<file path="src/shared/lsi_pkg.sv">
// constants and types for the light sensor interrupt control block
package lsi_pkg;
    localparam logic [7:0] LSI_INT_CTRL_ADDR = 8'h02;
    localparam logic [7:0] LSI_INT_CTRL_RESET = 8'h00;
    localparam logic [7:0] LSI_INT_CTRL_WMASK = 8'h77;
    localparam int LSI_HALT_BIT = 6;
    localparam int LSI_MODE_LSB = 4;
    localparam int LSI_PERSIST_LSB = 0;
    localparam logic [1:0] LSI_MODE_OFF = 2'h0;
    localparam logic [1:0] LSI_MODE_LEVEL = 2'h1;
    localparam logic [1:0] LSI_MODE_ALERT = 2'h2;
    localparam logic [1:0] LSI_MODE_FORCE = 2'h3;
    localparam logic [2:0] LSI_PERSIST_EVERY = 3'h0;
    localparam logic [2:0] LSI_PERSIST_SINGLE = 3'h1;
    localparam logic [2:0] LSI_PERSIST_SHORT = 3'h2;
    localparam logic [2:0] LSI_PERSIST_LONG = 3'h3;
    localparam int LSI_CLK_MHZ = 125;
    localparam int LSI_PERSIST_SHORT_MS = 100;
    localparam int LSI_PERSIST_LONG_MS = 1000;
    localparam int LSI_SHORT_CYC = LSI_PERSIST_SHORT_MS * 1000 * LSI_CLK_MHZ;
    localparam int LSI_LONG_CYC = LSI_PERSIST_LONG_MS * 1000 * LSI_CLK_MHZ;
    localparam int LSI_CNT_W = 27;
    localparam logic [6:0] LSI_DEV_ADDR_DEFAULT = 7'h2a;
    localparam logic [7:0] LSI_RDATA_IDLE = 8'h00;

    typedef struct packed {
        logic halt;
        logic [1:0] mode;
        logic [2:0] persist;
    } lsi_ctrl_type;
endpackage

</file>
<file path="src/shared/lsi_persist_if.sv">
// carrier between control core and persistence filter
`timescale 1ns/1ps
`default_nettype none
interface lsi_persist_if;
    logic conv_done;
    logic out_of_range;
    logic [2:0] persist_sel;
    logic irq_event;
    modport filt (input conv_done, input out_of_range, input persist_sel, output irq_event);
    modport ctrl (output conv_done, output out_of_range, output persist_sel, input irq_event);
endinterface
`default_nettype wire

</file>
<file path="src/design/lsi_persist_filter.sv">
// persistence filter: turns conversion results into interrupt events
`timescale 1ns/1ps
`default_nettype none
module lsi_persist_filter
    import lsi_pkg::*;
#(
    parameter int SHORT_CYC = LSI_SHORT_CYC,
    parameter int LONG_CYC = LSI_LONG_CYC
) (
    input wire logic clk,
    input wire logic reset,
    input wire logic clk_en,
    lsi_persist_if.filt pif
);
    typedef struct packed {
        logic oor;
        logic fired;
        logic [LSI_CNT_W-1:0] cnt;
        logic event_p;
    } lsi_filt_state_type;

    lsi_filt_state_type q, d;
    logic [LSI_CNT_W-1:0] target;

    always_comb begin
        target = (pif.persist_sel == LSI_PERSIST_LONG) ? LSI_CNT_W'(LONG_CYC - 1)
                                                       : LSI_CNT_W'(SHORT_CYC - 1);
    end

    always_comb begin
        d = q;
        d.event_p = 1'b0;
        if (pif.conv_done) begin
            d.oor = pif.out_of_range;
            if (!pif.out_of_range) begin
                d.cnt = '0;
                d.fired = 1'b0;
            end
        end else if (q.oor && q.cnt != target) begin
            d.cnt = q.cnt + 1'b1;
        end
        case (pif.persist_sel)
            LSI_PERSIST_EVERY: d.event_p = pif.conv_done;
            LSI_PERSIST_SHORT, LSI_PERSIST_LONG: begin
                // time counts only while the latest result stays out of range
                if (q.oor && q.cnt == target && !q.fired && !(pif.conv_done && !pif.out_of_range)) begin
                    d.event_p = 1'b1;
                    d.fired = 1'b1;
                end
            end
            // reserved codes act as single-out-of-range
            default: d.event_p = pif.conv_done && pif.out_of_range;
        endcase
    end

    always_ff @(posedge clk) begin
        if (reset) begin
            q <= '0;
        end else if (clk_en) begin
            q <= d;
        end
    end

    assign pif.irq_event = q.event_p;

    AST_PERSIST_SINGLE: assert property (@(posedge clk) disable iff (reset)
        clk_en && pif.persist_sel == LSI_PERSIST_SINGLE && pif.conv_done && pif.out_of_range
        |=> pif.irq_event)
        else $error("single persistence missed an out of range result");
endmodule // lsi_persist_filter
`default_nettype wire

</file>
<file path="src/design/lsi_irq_control.sv">
// interrupt control core: control register, pending flag, pin and halt
`timescale 1ns/1ps
`default_nettype none
module lsi_irq_control
    import lsi_pkg::*;
#(
    parameter int SHORT_CYC = LSI_SHORT_CYC,
    parameter int LONG_CYC = LSI_LONG_CYC,
    parameter logic [6:0] DEV_ADDR = LSI_DEV_ADDR_DEFAULT // value arbitrary
) (
    input wire logic clk,
    input wire logic reset,
    input wire logic clk_en,
    input wire logic reg_wr,
    input wire logic reg_rd,
    input wire logic [7:0] reg_addr,
    input wire logic [7:0] reg_wdata,
    output logic [7:0] reg_rdata,
    input wire logic cmd_irq_clear,
    input wire logic ara_read,
    input wire logic ara_arb_lost,
    output logic ara_ack,
    output logic [7:0] ara_data,
    input wire logic conv_done,
    input wire logic conv_out_of_range,
    output logic integration_halt,
    output logic irq_pin_o,
    output logic irq_pin_oe_n
);
    typedef struct packed {
        lsi_ctrl_type ctrl;
        logic pending;
        logic irq_on;
        logic halt_on;
        logic [7:0] rdata;
        logic [7:0] alert_response_addr;
    } lsi_core_state_type;

    lsi_core_state_type q, d;
    lsi_persist_if pif ();

    logic ctrl_wr;
    logic force_wr;
    logic alert_mode;
    logic clr_level;
    logic clr_alert;

    function automatic logic is_alert(input logic [1:0] mode);
        return mode == LSI_MODE_ALERT || mode == LSI_MODE_FORCE;
    endfunction

    function automatic logic [7:0] ctrl_word(input lsi_ctrl_type c);
        return {1'b0, c.halt, c.mode, 1'b0, c.persist};
    endfunction

    assign pif.conv_done = conv_done;
    assign pif.out_of_range = conv_out_of_range;
    assign pif.persist_sel = q.ctrl.persist;

    lsi_persist_filter #(
        .SHORT_CYC(SHORT_CYC),
        .LONG_CYC(LONG_CYC)
    ) u_filter (
        .clk(clk),
        .reset(reset),
        .clk_en(clk_en),
        .pif(pif.filt)
    );

    always_comb begin
        ctrl_wr = reg_wr && reg_addr == LSI_INT_CTRL_ADDR;
        force_wr = ctrl_wr && reg_wdata[LSI_MODE_LSB +: 2] == LSI_MODE_FORCE;
        alert_mode = is_alert(q.ctrl.mode);
        clr_level = cmd_irq_clear;
        // an alert read only clears when this device won the address phase
        clr_alert = ara_read && alert_mode && q.pending && !ara_arb_lost;
    end

    always_comb begin
        d = q;
        if (ctrl_wr) begin
            // reserved bits are dropped so they always read back zero
            d.ctrl.halt = reg_wdata[LSI_HALT_BIT];
            d.ctrl.mode = reg_wdata[LSI_MODE_LSB +: 2];
            d.ctrl.persist = reg_wdata[LSI_PERSIST_LSB +: 3];
        end
        if (clr_level || clr_alert) begin
            d.pending = 1'b0;
        end
        // a new event beats a clear in the same cycle
        if (pif.irq_event && q.ctrl.mode != LSI_MODE_OFF) begin
            d.pending = 1'b1;
        end
        if (force_wr) begin
            d.pending = 1'b1;
        end
        d.irq_on = d.pending && d.ctrl.mode != LSI_MODE_OFF;
        d.halt_on = d.ctrl.halt && d.irq_on;
        if (reg_rd) begin
            d.rdata = (reg_addr == LSI_INT_CTRL_ADDR) ? ctrl_word(q.ctrl) : LSI_RDATA_IDLE;
        end
        // a lost arbitration leaves the answer register untouched
        if (clr_alert) begin
            d.alert_response_addr = {DEV_ADDR, 1'b0};
        end
    end

    always_ff @(posedge clk) begin
        if (reset) begin
            q <= '0;
        end else if (clk_en) begin
            q <= d;
        end
    end

    assign reg_rdata = q.rdata;
    assign ara_data = q.alert_response_addr;
    // answer only while this device holds an alert
    assign ara_ack = alert_mode && q.pending;
    assign integration_halt = q.halt_on;
    assign irq_pin_o = 1'b0;
    assign irq_pin_oe_n = !q.irq_on;

    AST_RESET_ZERO: assert property (@(posedge clk) disable iff (reset)
        $fell(reset) |-> ctrl_word(q.ctrl) == LSI_INT_CTRL_RESET && irq_pin_oe_n && !integration_halt)
        else $error("control state not zero after reset");

    AST_HALT_TIES: assert property (@(posedge clk) disable iff (reset)
        integration_halt == (q.ctrl.halt && !irq_pin_oe_n))
        else $error("integration halt does not follow interrupt and halt bit");

    AST_MODE_OFF: assert property (@(posedge clk) disable iff (reset)
        q.ctrl.mode == LSI_MODE_OFF |-> irq_pin_oe_n)
        else $error("interrupt pin driven while disabled");

    AST_FORCE_SET: assert property (@(posedge clk) disable iff (reset)
        clk_en && force_wr |=> !irq_pin_oe_n && q.pending && q.ctrl.mode == LSI_MODE_FORCE)
        else $error("forced mode did not raise interrupt");

    AST_LEVEL_SET: assert property (@(posedge clk) disable iff (reset)
        clk_en && !reg_wr && q.ctrl.mode == LSI_MODE_LEVEL && pif.irq_event |=> !irq_pin_oe_n)
        else $error("level event did not assert the pin");

    AST_HOLD: assert property (@(posedge clk) disable iff (reset)
        q.pending && !(clk_en && (clr_level || clr_alert)) |=> q.pending)
        else $error("pending interrupt dropped without a clear");

    AST_LEVEL_CLEAR: assert property (@(posedge clk) disable iff (reset)
        clk_en && cmd_irq_clear && !pif.irq_event && !force_wr |=> !q.pending)
        else $error("command clear did not drop the interrupt");

    AST_ARB_LOST: assert property (@(posedge clk) disable iff (reset)
        clk_en && ara_read && ara_arb_lost && !cmd_irq_clear && q.pending
        |=> q.pending && $stable(ara_data))
        else $error("interrupt cleared after lost arbitration");

    AST_ARA_ANSWER: assert property (@(posedge clk) disable iff (reset)
        clk_en && ara_read && !ara_arb_lost && ara_ack && !pif.irq_event && !force_wr
        |=> ara_data == {DEV_ADDR, 1'b0} && !q.pending)
        else $error("alert response did not answer and clear");

    // halt must come with the pin, never a cycle behind it
    AST_HALT_SET: assert property (@(posedge clk) disable iff (reset)
        clk_en && !ctrl_wr && q.ctrl.halt && q.ctrl.mode != LSI_MODE_OFF && pif.irq_event
        |=> integration_halt && !irq_pin_oe_n)
        else $error("integration kept running after an interrupt");

    AST_HALT_RELEASE: assert property (@(posedge clk) disable iff (reset)
        clk_en && !ctrl_wr && cmd_irq_clear && !pif.irq_event |=> !integration_halt)
        else $error("integration still halted after a clear");

    AST_HALT_NEEDS_BIT: assert property (@(posedge clk) disable iff (reset)
        clk_en && !ctrl_wr && !q.ctrl.halt |=> !integration_halt)
        else $error("integration halted with the halt bit clear");

    AST_ALERT_SET: assert property (@(posedge clk) disable iff (reset)
        clk_en && !reg_wr && q.ctrl.mode == LSI_MODE_ALERT && pif.irq_event
        |=> !irq_pin_oe_n && ara_ack)
        else $error("alert event did not assert the pin");

    // disabled output must not remember events for later
    AST_OFF_DROP: assert property (@(posedge clk) disable iff (reset)
        clk_en && !reg_wr && q.ctrl.mode == LSI_MODE_OFF && !q.pending |=> !q.pending)
        else $error("event recorded while the output is disabled");

    AST_LEVEL_ARA: assert property (@(posedge clk) disable iff (reset)
        clk_en && q.ctrl.mode == LSI_MODE_LEVEL && ara_read && !cmd_irq_clear && q.pending
        |=> q.pending)
        else $error("alert read cleared a level interrupt");

    AST_ARA_QUIET: assert property (@(posedge clk) disable iff (reset)
        clk_en && ara_read && !ara_ack |=> $stable(ara_data))
        else $error("alert answer changed without a pending alert");

    AST_FORCE_ACK: assert property (@(posedge clk) disable iff (reset)
        clk_en && force_wr |=> ara_ack)
        else $error("forced interrupt not answerable as an alert");

    AST_RESV_ZERO: assert property (@(posedge clk) disable iff (reset)
        clk_en && reg_rd |=> !reg_rdata[7] && !reg_rdata[3])
        else $error("reserved bit read back as one");

    AST_RDATA_UNMAPPED: assert property (@(posedge clk) disable iff (reset)
        clk_en && reg_rd && reg_addr != LSI_INT_CTRL_ADDR |=> reg_rdata == LSI_RDATA_IDLE)
        else $error("unmapped read returned data");

    AST_UNMAPPED_WR: assert property (@(posedge clk) disable iff (reset)
        clk_en && reg_wr && reg_addr != LSI_INT_CTRL_ADDR |=> $stable(q.ctrl))
        else $error("unmapped write changed the control register");

    AST_RDATA_HOLD: assert property (@(posedge clk) disable iff (reset)
        !(clk_en && reg_rd) |=> $stable(reg_rdata))
        else $error("read data changed without a read");

    // a low enable freezes everything the host can see
    AST_FREEZE: assert property (@(posedge clk) disable iff (reset)
        !clk_en |=> $stable(irq_pin_oe_n) && $stable(reg_rdata) && $stable(ara_data)
        && $stable(integration_halt))
        else $error("state moved while the clock enable was low");
endmodule // lsi_irq_control
`default_nettype wire

</file>
<file path="config.mk">
export PLATFORM = sky130hd
export DESIGN_NAME = lsi_irq_control
export DESIGN_NICKNAME = d
export VERILOG_FILES = /design/src/shared/lsi_pkg.sv /design/src/shared/lsi_persist_if.sv /design/src/design/lsi_persist_filter.sv /design/src/design/lsi_irq_control.sv
export SDC_FILE = /design/constraint.sdc
export NUM_CORES = 1
export LEC_CHECK = 0
export BUFFER_PORTS_ARGS = -buffer_cell sky130_fd_sc_hd__buf_4
export CORE_ASPECT_RATIO = 0.5
export CORE_MARGIN = 2
export CORE_UTILIZATION = 30
export CTS_BUF_LIST = sky130_fd_sc_hd__clkbuf_4 sky130_fd_sc_hd__clkbuf_8
export CTS_CLUSTER_DIAMETER = 60
export DETAILED_ROUTE_END_ITERATION = 6
export PLACE_DENSITY = 0.56
export SLEW_MARGIN = 40
export SYNTH_ARGS = -nofsm -noshare
export SYNTH_HDL_FRONTEND = slang
export SYNTH_SLANG_ARGS = --single-unit
</file>
<file path="constraint.sdc">
create_clock -name clk -period 2.9 [get_ports clk]
set_input_delay 0.145 -clock clk [delete_from_list [all_inputs] [get_ports clk]]
set_output_delay 0.145 -clock clk [all_outputs]
set_load 0.03 [all_outputs]
</file>
# Word-level counts from Yosys, hierarchy flattened
# Index checks and enable logic that the tools add are counted.
[totals]
regBits = 48
latchBits = 0
mem_bits_rw = 0
romBits = 0
in_bits = 26
out_inout_bits = 20
memories = 0
[op_classes]
n_addsub = 1
multipliers = 0
div_mod_pow = 0
n_lt_le_gt_ge = 0
n_eq_ne = 9
n_shift = 0
mux = 14
bitwise_logic = 0
reduce_logical = 32
[op_table]
columns = ["op", "n"]
rows = [
  ["$mux 27", 3],
  ["$mux 28", 1],
  ["$add 27x1->27 const B", 1],
  ["$eq 27x27->1", 1],
  ["$ne 27x27->1", 1],
  ["$logic_and 1x1->1", 15],
  ["$eq 8x2->1 const B", 1],
  ["$reduce_and 2->1", 4],
  ["$mux 1", 7],
  ["$mux 7", 1],
  ["$eq 2x2->1 const B", 3],
  ["$eq 3x2->1 const B", 2],
  ["$mux 6", 1],
  ["$reduce_bool 2->1", 3],
  ["$logic_not 1->1", 5],
  ["$logic_not 3->1", 1],
  ["$reduce_and 3->1", 1],
  ["$logic_or 1x1->1", 2],
  ["$ne 2x2->1 const B", 1],
  ["$pmux 1 s2", 1],
  ["$reduce_or 2->1", 1],
]

# Longest topological paths before layout
[logic_depth]
ltp_word = 11
ltp_mapped = 7

# Hierarchy
# From an unflattened synthesis, not the netlist that was laid out.
[unflattened]
cells_unflattened = 291
hier_area_um2 = 2526.2
[by_module_without_submodules]
columns = ["mod", "instances", "cells_each", "area_each_um2", "seq_area_each_um2"]
rows = [
  ["lsi_persist_filter", 1, 201, 1706.6, 600.6],
  ["lsi_irq_control", 1, 90, 819.5, 320.3],
]

# Worst setup path before layout
# Ideal clock, no wire load.
[synth_path]
path_type = "register -> register"
startpoint = "reg u_filter.q[6] (netlist name)"
endpoint = "reg u_filter.q[27] (netlist name)"
setup_time_ns = 0.074
arrival_time_ns = 1.595
required_time_ns = 2.826
path_slack_ns = 1.231
stages_incl_launch_ff = 6
n_path_buf = 0
cell_sequence = "dfxtp_1 nand4_4 nor4_4 nand3_2 or4_1 o21ai_0"
[synth_via]
elab_chain_cells = 4
elab_cells_between_ends = 7
[synth_lines]
columns = ["item", "line", "rtl"]
rows = [
  ["start: declaration", "lsi_persist_filter.sv:22", "lsi_filt_state_type q, d;"],
  ["start signal: assignment", "lsi_persist_filter.sv:58", "q <= '0;"],
  ["start signal: assignment", "lsi_persist_filter.sv:60", "q <= d;"],
  ["branches (longest 4 deep; another with $add 27x1->27)", "-", ""],
]
# Several ways; the timed one is not identified. The select of a mux whose other input is x is not followed.
# A chain may end at the register's enable or synchronous reset.

# Worst setup path after layout
[layout_path]
startpoint = "reg u_filter.q[1] (netlist name)"
endpoint = "reg u_filter.q[1] (netlist name)"
# The elaborated chain is that of the path after synthesis.

==> impl_metrics.csv <==
group,metric,value,unit
status,outcome,"finished, final reports clean",
worst_hold_path,hp-class,"input pin to flip-flop",
timing,whs,110,ps
synthesis,async_flop_share,0,%
route,vias,2081,
synthesis,synth_seq_area_share,38.8,%
worst_hold_path,hold_depth,3,
power_and_ir_drop,powerDensity,438,nW/um2
timing,period_needed,2140,ps
floorplan,dieArea,8690,um2
worst_setup_path,end_kind,"flip-flop",
placed_design,pre_cts_slack,780,ps
cts,clkTransAtPathRegs,90,ps
timing,setup_viol_count_final,0,
synthesis,synth_compound_area_share,13.8,%
layout,fin_area,2740,um2
job,drv_cap,0,
route,drt-total-wl,5420,um
layout,final_cells,412,
timing,timing_hold_violations_final,0,
placed_design,dpl_cell_area,2630,um2
cts,cts_root_buf,"clkbuf_8",
floorplan,start_util,31.7,%
worst_setup_path,worstPathRequired,3100,ps
global_routing,grt_pass1_wl,8870,um
layout,drive_above_1_share,18.1,%
cts,tritoncts,"built",
synthesis,synth_area_leaders,"dfxtp_1, buf_4, nor2_1",
synthesis,yosysTopAreaCell,"dfxtp_1",
timing,fin_setup_tns,0,ps
synthesis,synth_adder_area_share,0.527,%
synthesis,synth-xor-area-share,4.43,%
cts,cts_htree_levels,2,
placed_design,place_congestion,0.764,
worst_setup_path,crit_type,"flip-flop to flip-flop",
layout,post-route-util,36.6,%
route,via_per_inst,5.05,
global_routing,grtUsageTotal,13.1,%
worst_setup_path,crit_fanout,19,
cts,cts_hold_buf,0,
timing,worst_slack,763,ps
timing,slew_headroom,55.7,%
timing,fin_worst_skew,6.56,ps
synthesis,syn_inst,281,
timing,worstMarginPinSlew,658,ps
global_routing,grt_start_max_net_pins,26,
synthesis,synth-main-ff-cell,"dfxtp_1",
global_routing,antenna_found_initial,0,
synthesis,synth_area,2370,um2
floorplan,io_pins,46,
worst_setup_path,r2r.worst_path.cells,6,
placed_design,io_buffer_count,35,
cts,cts_buffers,5,
timing,maxSlewViolCount,0,
cts,clk-insertion-delay-late,300,ps
layout,area_growth,15.5,%
power_and_ir_drop,total_power,1.20,mW
worst_setup_path,arrival,2340,ps
layout,finalNetCount,330,
cts,clockBufferDepth,2,
cts,post-cts-setup-buffer-count,0,
route,wire_per_inst,13.1,um
timing,timing.fmax,468,MHz
synthesis,ys.warnings.count,0,
synthesis,yosys_register_bits,46,
power_and_ir_drop,peakVddDrop,161,uV
floorplan,die_width,130,um
floorplan,coreArea,7490,um2
synthesis,yosys.area_share.simple,32.8,%
layout,diodes,0,
placed_design,dpl.cell_count,404,
route,ant_nets,0,
timing,finalCritPeriodShare,73.7,%
synthesis,synth_commonest_cells,"dfxtp_1, nor2_1, nand2_1, nand3_1",
floorplan,rows,22,
synthesis,synth.mux.area_fraction,1.79,%
floorplan,die_h,66.9,um
route,firstDrtPassIters,4,
placed_design,dp_hpwl,3950,um
worst_setup_path,start_kind,"flip-flop",
cts,cts.sinks,46,
power_and_ir_drop,p_leak,0.986,nW
global_routing,overflow,0,
route,drt-initial-drc-count,189,
synthesis,synthDistinctLibCells,51,
synthesis,avgSynthCellArea,8.45,um2
route,route.detailed.drc,0,
synthesis,synth_top_area_share,38.8,%
synthesis,synth_top_family_by_area,"simple AND/OR/NAND/NOR gates",
timing,rsz0062_at_grt,"no",
cts,cts-resized-gates,0,
synthesis,synth_edf_count,0,
synthesis,yosys.cell_count.top_type,"dfxtp_1",
global_routing,grt_pass1_vias,1841,
layer usage:
metal / track usage, % / vias up / part of all wire [%] / wire (um)
met1: 17.3 / 963 / 48 / 2620
met3: 3.21 / 7 / 5.9 / 317
met4: 4.70 / 0 / 1.2 / 65
met5: 0 / - / 0 / 0
met2: 20.9 / 64 / 44 / 2410
li1: - / 1047 / - / -
worst max-delay path, cell delays in order (launching register included):
cell      delay [ps]
dfxtp_1          400
ha_1             250
nand4_1          180
a211oi_1         280
o2111a_2         450
nor2_1           180
mux2_2           290
final timing paths:
path,from,end,slack [ps]
worst min-delay path,reg_wdata[2],pif.persist_sel[2],110
worst max register to register,u_filter.q[1],u_filter.q[1],760
worst min register to register,u_filter.q[28],u_filter.q[28],450
worst max-delay path,u_filter.q[1],u_filter.q[1],760
sequential cells by signal (all words and copies together), names as in the netlist:
register	cells
integration_halt	1
pif.persist_sel	3
q	5
u_filter.pif.irq_event	1
u_filter.q	29
ara_data	1
reg_rdata	6
cell families (layout without fill, tap and decap cells):
logic type,count (synthesis),count (layout)
and+or+nand+nor,137,137
AOI/OAI and AO/OA,49,49
DFF,46,46
buffers and inverters,31,47
xor gates and xnor gates,12,12
muxes,4,4
adders and majority gates,1,1
other,1,8
cell usage in the layout, fill, tap and decap left out, types with 4 or more instances in the layout:
cell | netlist | layout
dfxtp_1 | 46 | 46
buf_4 | 17 | 35
nor2_1 | 33 | 33
nand2_1 | 22 | 22
nand3_1 | 20 | 20
a21oi_1 | 17 | 17
xor2_1 | 12 | 12
nand4_1 | 9 | 9
conb_1 | 1 | 8
o21ai_0 | 7 | 7
or3_1 | 7 | 7
a22oi_1 | 6 | 6
clkbuf_8 | 0 | 5
inv_1 | 4 | 4
nor4_1 | 4 | 4
nor4b_1 | 4 | 4
nor2b_1 | 4 | 4
nand3b_1 | 4 | 4
and4_1 | 4 | 4
or4_1 | 4 | 4
o31ai_1 | 4 | 4
where the power goes:
part           total [mW]  switching, mW  internal [mW]
registers           0.637        0.00261          0.634
logic              0.0785         0.0485         0.0299
clock network       0.487          0.230          0.256
layout make-up:
type,instances,area [um2]
clock buffer,5,68.8
clock inverter,3,45.0
fill,768,4740
inverter,4,15.0
multi-input combinational,211,1300
sequential,46,921
tap,108,135
timing repair buffer,35,263
(Power assumes the default switching activity.)
